[src/rbsc_pkg.sv]
// constants for the reset and bus strobe control block
package rbsc_pkg;
	localparam int unsigned DATA_W = 16;
	localparam int unsigned ADDR_W = 12;
	localparam int unsigned SYNC_STAGES = 2;
	localparam logic [11:0] ADDR_ZERO = 12'h000;
	localparam logic [15:0] DATA_ZERO = 16'h0000;
	localparam logic STROBE_IDLE = 1'b1;
	localparam logic STROBE_ACTIVE = 1'b0;
	localparam logic [1:0] STROBE_NONE = 2'h0;
	localparam logic [1:0] STROBE_PMEM = 2'h1;
	localparam logic [1:0] STROBE_PORT = 2'h2;
	localparam logic [1:0] STROBE_WRITE = 2'h3;
endpackage : rbsc_pkg

[src/rbsc_ctrl.sv]
// reset sequencing and external bus strobe control
`timescale 1ns/1ns
`default_nettype none
module rbsc_ctrl #(
	parameter int unsigned ADDR_W = rbsc_pkg::ADDR_W,
	parameter int unsigned DATA_W = rbsc_pkg::DATA_W
) (
	// clock and power-on reset
	input wire logic clk,
	input wire logic rst_b,
	// external reset pin, asynchronous
	input wire logic reset_input_n,
	// core requests, one access per cycle
	input wire logic [1:0] core_strobe_sel,
	input wire logic core_branch,
	input wire logic [ADDR_W-1:0] core_branch_addr,
	input wire logic [ADDR_W-1:0] core_data_addr,
	input wire logic [DATA_W-1:0] core_wr_data,
	// core status
	output logic core_run,
	output logic [ADDR_W-1:0] program_counter,
	// external bus
	output logic [ADDR_W-1:0] address_bus_out,
	output logic program_mem_strobe_n,
	output logic data_port_strobe_n,
	output logic write_strobe_n,
	output logic [DATA_W-1:0] data_bus_o,
	output logic data_bus_oe
);
	// refused at elaboration: the zero and data constants are sized for these widths
	if (ADDR_W < 1 || ADDR_W > 16 || DATA_W != 16) begin : g_bad_width
		$error("rbsc_ctrl: unsupported width");
	end

	typedef enum logic [1:0] {RBSC_RESET, RBSC_RESUME, RBSC_RUN} rbsc_state_e;

	// synchroniser, first stage read only by second
	logic sync1_reg;
	logic sync2_reg;
	always_ff @(posedge clk or negedge rst_b) begin
		if (!rst_b) begin
			sync1_reg <= 1'b0;
			sync2_reg <= 1'b0;
		end else begin
			sync1_reg <= reset_input_n;
			sync2_reg <= sync1_reg;
		end
	end
	wire logic in_reset = !sync2_reg;

	rbsc_state_e state_reg, state_next;
	logic [ADDR_W-1:0] pc_reg, pc_next;
	logic [ADDR_W-1:0] ab_reg, ab_next;
	logic pm_reg, pm_next, dp_reg, dp_next, we_reg, we_next;
	logic [DATA_W-1:0] dout_reg, dout_next;
	logic oe_reg, oe_next;

	always_comb begin
		state_next = state_reg;
		pc_next = pc_reg;
		ab_next = ab_reg;
		pm_next = rbsc_pkg::STROBE_IDLE;
		dp_next = rbsc_pkg::STROBE_IDLE;
		we_next = rbsc_pkg::STROBE_IDLE;
		dout_next = dout_reg;
		oe_next = 1'b0;
		unique case (state_reg)
			RBSC_RESET: begin
				// strobes idle, bus floats, counter and address cleared
				pc_next = ADDR_W'(rbsc_pkg::ADDR_ZERO);
				ab_next = ADDR_W'(rbsc_pkg::ADDR_ZERO);
				if (!in_reset) begin
					state_next = RBSC_RESUME;
				end
			end
			RBSC_RESUME: begin
				// one full cycle with address zero before the first fetch
				if (in_reset) begin
					state_next = RBSC_RESET;
				end else begin
					state_next = RBSC_RUN;
				end
			end
			RBSC_RUN: begin
				if (in_reset) begin
					// entry latency depends on pin phase; any write is cut short
					state_next = RBSC_RESET;
				end else begin
					// single select code, so strobes are exclusive
					unique case (core_strobe_sel)
						rbsc_pkg::STROBE_PMEM: begin
							pm_next = rbsc_pkg::STROBE_ACTIVE;
							ab_next = pc_reg;
							pc_next = core_branch ? core_branch_addr : pc_reg + ADDR_W'(1);
						end
						rbsc_pkg::STROBE_PORT: begin
							dp_next = rbsc_pkg::STROBE_ACTIVE;
							ab_next = core_data_addr;
						end
						rbsc_pkg::STROBE_WRITE: begin
							we_next = rbsc_pkg::STROBE_ACTIVE;
							ab_next = core_data_addr;
							dout_next = core_wr_data;
							oe_next = 1'b1;
						end
						rbsc_pkg::STROBE_NONE: begin
						end
					endcase
				end
			end
		endcase
	end

	always_ff @(posedge clk or negedge rst_b) begin
		if (!rst_b) begin
			state_reg <= RBSC_RESET;
			pc_reg <= ADDR_W'(rbsc_pkg::ADDR_ZERO);
			ab_reg <= ADDR_W'(rbsc_pkg::ADDR_ZERO);
			pm_reg <= rbsc_pkg::STROBE_IDLE;
			dp_reg <= rbsc_pkg::STROBE_IDLE;
			we_reg <= rbsc_pkg::STROBE_IDLE;
			dout_reg <= rbsc_pkg::DATA_ZERO;
			oe_reg <= 1'b0;
		end else begin
			state_reg <= state_next;
			pc_reg <= pc_next;
			ab_reg <= ab_next;
			pm_reg <= pm_next;
			dp_reg <= dp_next;
			we_reg <= we_next;
			dout_reg <= dout_next;
			oe_reg <= oe_next;
		end
	end

	assign core_run = (state_reg == RBSC_RUN);
	assign program_counter = pc_reg;
	assign address_bus_out = ab_reg;
	assign program_mem_strobe_n = pm_reg;
	assign data_port_strobe_n = dp_reg;
	assign write_strobe_n = we_reg;
	assign data_bus_o = dout_reg;
	assign data_bus_oe = oe_reg;
endmodule : rbsc_ctrl
`default_nettype wire

[config.mk]
export PLATFORM = sky130hd
export DESIGN_NAME = rbsc_ctrl
export DESIGN_NICKNAME = d
export VERILOG_FILES = /design/src/rbsc_pkg.sv /design/src/rbsc_ctrl.sv
export SDC_FILE = /design/constraint.sdc
export NUM_CORES = 1
export LEC_CHECK = 0
export ABC_AREA = 1
export BUFFER_PORTS_ARGS = -buffer_cell sky130_fd_sc_hd__clkbuf_2
export CORE_ASPECT_RATIO = 1.25
export CORE_MARGIN = 2
export CORE_UTILIZATION = 44
export CTS_CLUSTER_DIAMETER = 200
export DETAILED_ROUTE_END_ITERATION = 8
export GPL_TIMING_DRIVEN = 0
export PLACE_DENSITY = 0.76
export SLEW_MARGIN = 20
export SYNTH_ARGS = -nofsm -noshare
export SYNTH_HDL_FRONTEND = slang
export SYNTH_SLANG_ARGS = --single-unit
[constraint.sdc]
create_clock -name clk -period 1.3 [get_ports clk]
set_input_delay 0.065 -clock clk [delete_from_list [all_inputs] [get_ports clk]]
set_output_delay 0.065 -clock clk [all_outputs]
set_load 0.05 [all_outputs]
==> PnR_summary.wiki <==
{| class="wikitable"
! Metric !! Value
|-
| Synthesis Warnings || 0
|-
| Syn Area/Cell || 8.34 um^2
|-
| Core region area || 5330 um^2
|-
| Post-synth cell types || 29
|-
| Seq/Total Area, Yosys || 50.4%
|-
| Final worst-path cycle share || 114%
|-
| Number of routed nets with antenna violations || 0
|-
| Worst Setup Path Type || reg -> reg
|-
| Final Non-Filler Cells || 482
|-
| Die outline height || 86.4 um
|-
| Buffer type at the clock tree root || sky130_fd_sc_hd__clkbuf_8
|-
| Slack of the worst reg-to-reg path || -0.18 ns
|-
| Drt first-iter violations || 68
|-
| Launching element type of the critical path || register
|-
| Count of buffers from port buffering || 90
|-
| Post-route setup TNS || -5.59 ns
|-
| Worst hold slack across all endpoints || 0.0350 ns
|-
| Largest fanout of any net on the critical path || 7
|-
| Layout cell share with drive strength beyond 1 || 46.9%
|-
| Actual transition at the worst max-transition pin || 0.628 ns
|-
| H-tree depth || 2
|-
| Crit-path max cell delay || 0.43 ns
|-
| RSZ-0062 raised after global routing || true
|-
| Max Fclk || 0.676 GHz
|-
| Routed wire length || 6630 um
|-
| Total count of hold-check failures in the final report || 0
|-
| Type of destination of the critical path || register
|-
| Worst IR drop on VDD || 803 uV
|-
| Most Frequent Cell on Critical Path || sky130_fd_sc_hd__nand2_4
|-
| Total routing resource utilization after global routing || 21.3%
|-
| Data arrival at the endpoint of the critical path || 1.67 ns
|-
| Area overhead of the layout relative to synthesis || 51.8%
|-
| Starting utilization of the core area || 44.9%
|-
| FILL cells || 430
|-
| Clock-pin slew reported for the worst setup and hold paths after clock tree synthesis || 0.09 ns
|-
| Mean routed wirelength per cell || 13.8 um
|-
| Remaining global-route overflow || 0
|-
| Vias || 2369
|-
| Clk Latency, worst-skew pair || 0.30 ns
|-
| Number of buffers added by the clock tree synthesis step || 5
|-
| P_leak || 1.82 nW
|-
| Weighted congestion at the end of routability-driven global placement || 0.847
|-
| Maximum number of pins on one net before global-route repair || 49
|-
| Dpl cells || 441
|-
| Cell Area, Synth || 2390 um^2
|-
| Final routed DRC violation total || 0
|-
| Number of setup violations in the final report || 41
|-
| Crit-path slowest cell || sky130_fd_sc_hd__dfrtp_1
|-
| Max cap viols || 0
|-
| Power per cell area || 2140 nW/um^2
|-
| Number of placed I/O pins || 91
|-
| Violated checks || negative setup slack
|-
| Antenna violations before repair || 0
|-
| Outcome || finished, violations left
|-
| CTS Buffer Depth || 2
|-
| Core occupancy in the finished layout || 68.1%
|-
| Final worst clock skew || 0.0105 ns
|-
| Overall die width || 70.0 um
|-
| Slew HR || 58.1%
|-
| Cell-by-cell trace of the critical path || ha_4 -> nand2_4 -> inv_4 -> nand2_4 -> o211ai_4 -> buf_12 -> buf_8 -> nor2_1 -> a21oi_2
|-
| CTS Sinks || 48
|-
| First-pass GRT wire length || 10300 um
|-
| Fin nets || 467
|-
| Count of final max-slew check failures || 0
|-
| Seq cells post-synth || 48
|-
| Multi-input logic area || 1270 um^2
|-
| Number of placement rows || 30
|-
| Number of nets produced by synthesis || 337
|-
| Final worst-path setup slack || -0.180 ns
|-
| Mean number of vias per cell || 4.91
|-
| Via count of the first global-routing pass || 2338
|-
| Dpl hpwl || 4350 um
|-
| Antenna diode count || 0
|-
| Register Area || 1210 um^2
|-
| Detailed-routing iteration count for the pre-antenna-repair pass || 4
|-
| Required arrival time at the worst endpoint || 1.49 ns
|-
| Class of the most critical hold timing path || in -> reg
|-
| Post-Synthesis Cells || 287
|-
| Number of flip-flops in the largest register || 16
|-
| TritonCTS clock tree || built
|-
| Time the worst path needs with I/O delays and setup || 1.48 ns
|-
| Full die area || 6050 um^2
|}
-- final timing paths --
check / start / to / cells after the start
setup / recovery: state_reg[1] / address_bus_out[8] / 9
hold / removal: core_branch_addr[1] / program_counter[1] / 3
max in group asynchronous: rst_b / program_counter[2] / 2
hold reg to reg: sync1_reg / sync2_reg / 0
setup reg to reg: state_reg[1] / address_bus_out[8] / 9
min in group asynchronous: rst_b / data_bus_o[0] / 2
-- logic make-up after synthesis --
logic type / synth area share (%)
compound gates: 13.2
fa+ha+maj: 2.09
xor+xnor: 1.46
buf+inv: 5.60
simple gates: 27.2
flops: 50.4
-- timing repair --
action	4_1_cts	5_1_grt
hold buffers	18	0
setup buffers	6	5
endpoints found under the hold margin	62	0
cloned	3	1
pin swaps	5	8
gates resized for setup	24	47
setup endpoints to repair	43	45
-- cells in the final DEF, fill, tap and decap left out, types with 4 or more instances in the layout --
master / netlist / final
sky130_fd_sc_hd__clkbuf_8: 0 / 5
sky130_fd_sc_hd__nor2_2: 0 / 9
sky130_fd_sc_hd__nand2_1: 91 / 66
sky130_fd_sc_hd__a21oi_2: 7 / 12
sky130_fd_sc_hd__dfrtp_1: 45 / 39
sky130_fd_sc_hd__dfrtp_2: 0 / 6
sky130_fd_sc_hd__dlygate4sd3_1: 0 / 18
sky130_fd_sc_hd__nor2_4: 1 / 5
sky130_fd_sc_hd__nand2_4: 1 / 8
sky130_fd_sc_hd__buf_8: 0 / 4
sky130_fd_sc_hd__o21ai_0: 23 / 18
sky130_fd_sc_hd__o21ai_1: 0 / 5
sky130_fd_sc_hd__inv_2: 4 / 4
sky130_fd_sc_hd__buf_4: 3 / 7
sky130_fd_sc_hd__nand2_2: 1 / 19
sky130_fd_sc_hd__buf_6: 3 / 7
sky130_fd_sc_hd__o21bai_1: 10 / 10
sky130_fd_sc_hd__nor2_1: 43 / 30
sky130_fd_sc_hd__nand3_1: 13 / 11
sky130_fd_sc_hd__clkbuf_2: 1 / 89
sky130_fd_sc_hd__inv_1: 12 / 10
-- worst max-delay path, delay by kind of cell, from the launching register on --
kind	cells	cell delay (ns)
DFF	1	0.43
AOI/OAI and AO/OA	2	0.12
buffers and inverters	3	0.32
adders and majority gates	1	0.21
and+or+nand+nor	3	0.29
-- synthesized netlist by cell type --
master	n	area share (%)
sky130_fd_sc_hd__clkbuf_1	1	0.16
sky130_fd_sc_hd__buf_2	1	0.21
sky130_fd_sc_hd__nor2_4	1	0.47
sky130_fd_sc_hd__o211ai_4	1	0.89
sky130_fd_sc_hd__o21bai_1	10	3.1
sky130_fd_sc_hd__nand3b_1	3	0.94
sky130_fd_sc_hd__dfrtp_1	45	47
sky130_fd_sc_hd__a21oi_2	7	2.6
sky130_fd_sc_hd__inv_1	12	1.9
sky130_fd_sc_hd__nand4_1	2	0.52
sky130_fd_sc_hd__clkbuf_2	1	0.21
sky130_fd_sc_hd__o21ai_0	23	4.8
sky130_fd_sc_hd__inv_2	4	0.63
sky130_fd_sc_hd__o31ai_1	1	0.31
sky130_fd_sc_hd__buf_6	3	1.4
sky130_fd_sc_hd__nor2_8	1	0.84
sky130_fd_sc_hd__nand2_1	91	14
sky130_fd_sc_hd__xor2_1	2	0.73
sky130_fd_sc_hd__xnor2_1	2	0.73
sky130_fd_sc_hd__ha_1	4	2.1
sky130_fd_sc_hd__buf_4	3	0.94
sky130_fd_sc_hd__nand3_1	13	2.7
sky130_fd_sc_hd__nor2_1	43	6.7
sky130_fd_sc_hd__clkinv_1	1	0.16
sky130_fd_sc_hd__dfstp_2	3	3.3
sky130_fd_sc_hd__o22ai_1	1	0.26
sky130_fd_sc_hd__nand2_2	1	0.26
sky130_fd_sc_hd__a21oi_1	6	1.3
sky130_fd_sc_hd__nand2_4	1	0.47
-- area by class of cell --
cell class	count	share of cell area, %
timing repair buffer	123	22.5
clock inverter	3	0.655
sequential	48	33.4
tap	64	2.21
multi-input combinational	213	35.0
inverter	17	1.90
clock buffer	5	1.90
buffer	9	2.45
-- metrics by stage --
stage,total power [W],worst slack [ns],cell area (um^2)
after detailed placement,0.00606,-0.231,3000
after CTS,0.00732,-0.129,3410
after global placement,0.00596,-0.216,2990
after global routing,0.00819,-0.240,3630
after floorplan,0.00518,-0.175,2460
final,0.00776,-0.180,3630
-- report_power, final --
part | switching, W | internal, W | leakage, nW
sequential | 0.000443 | 0.00199 | 0.604
clock | 0.000506 | 0.000381 | 0.0404
combinational | 0.00298 | 0.00146 | 1.18
-- per-layer routing --
metal | global-route usage [%] | up-vias | routed length (um) | part of all wire [%]
met4 | 7.52 | 0 | 134 | 2.0
met5 | 0 | - | 0 | 0
met1 | 25.0 | 1091 | 2650 | 40
li1 | - | 1178 | - | -
met3 | 3.84 | 12 | 336 | 5.1
met2 | 39.1 | 88 | 3510 | 53
(Power assumes the default switching activity.)
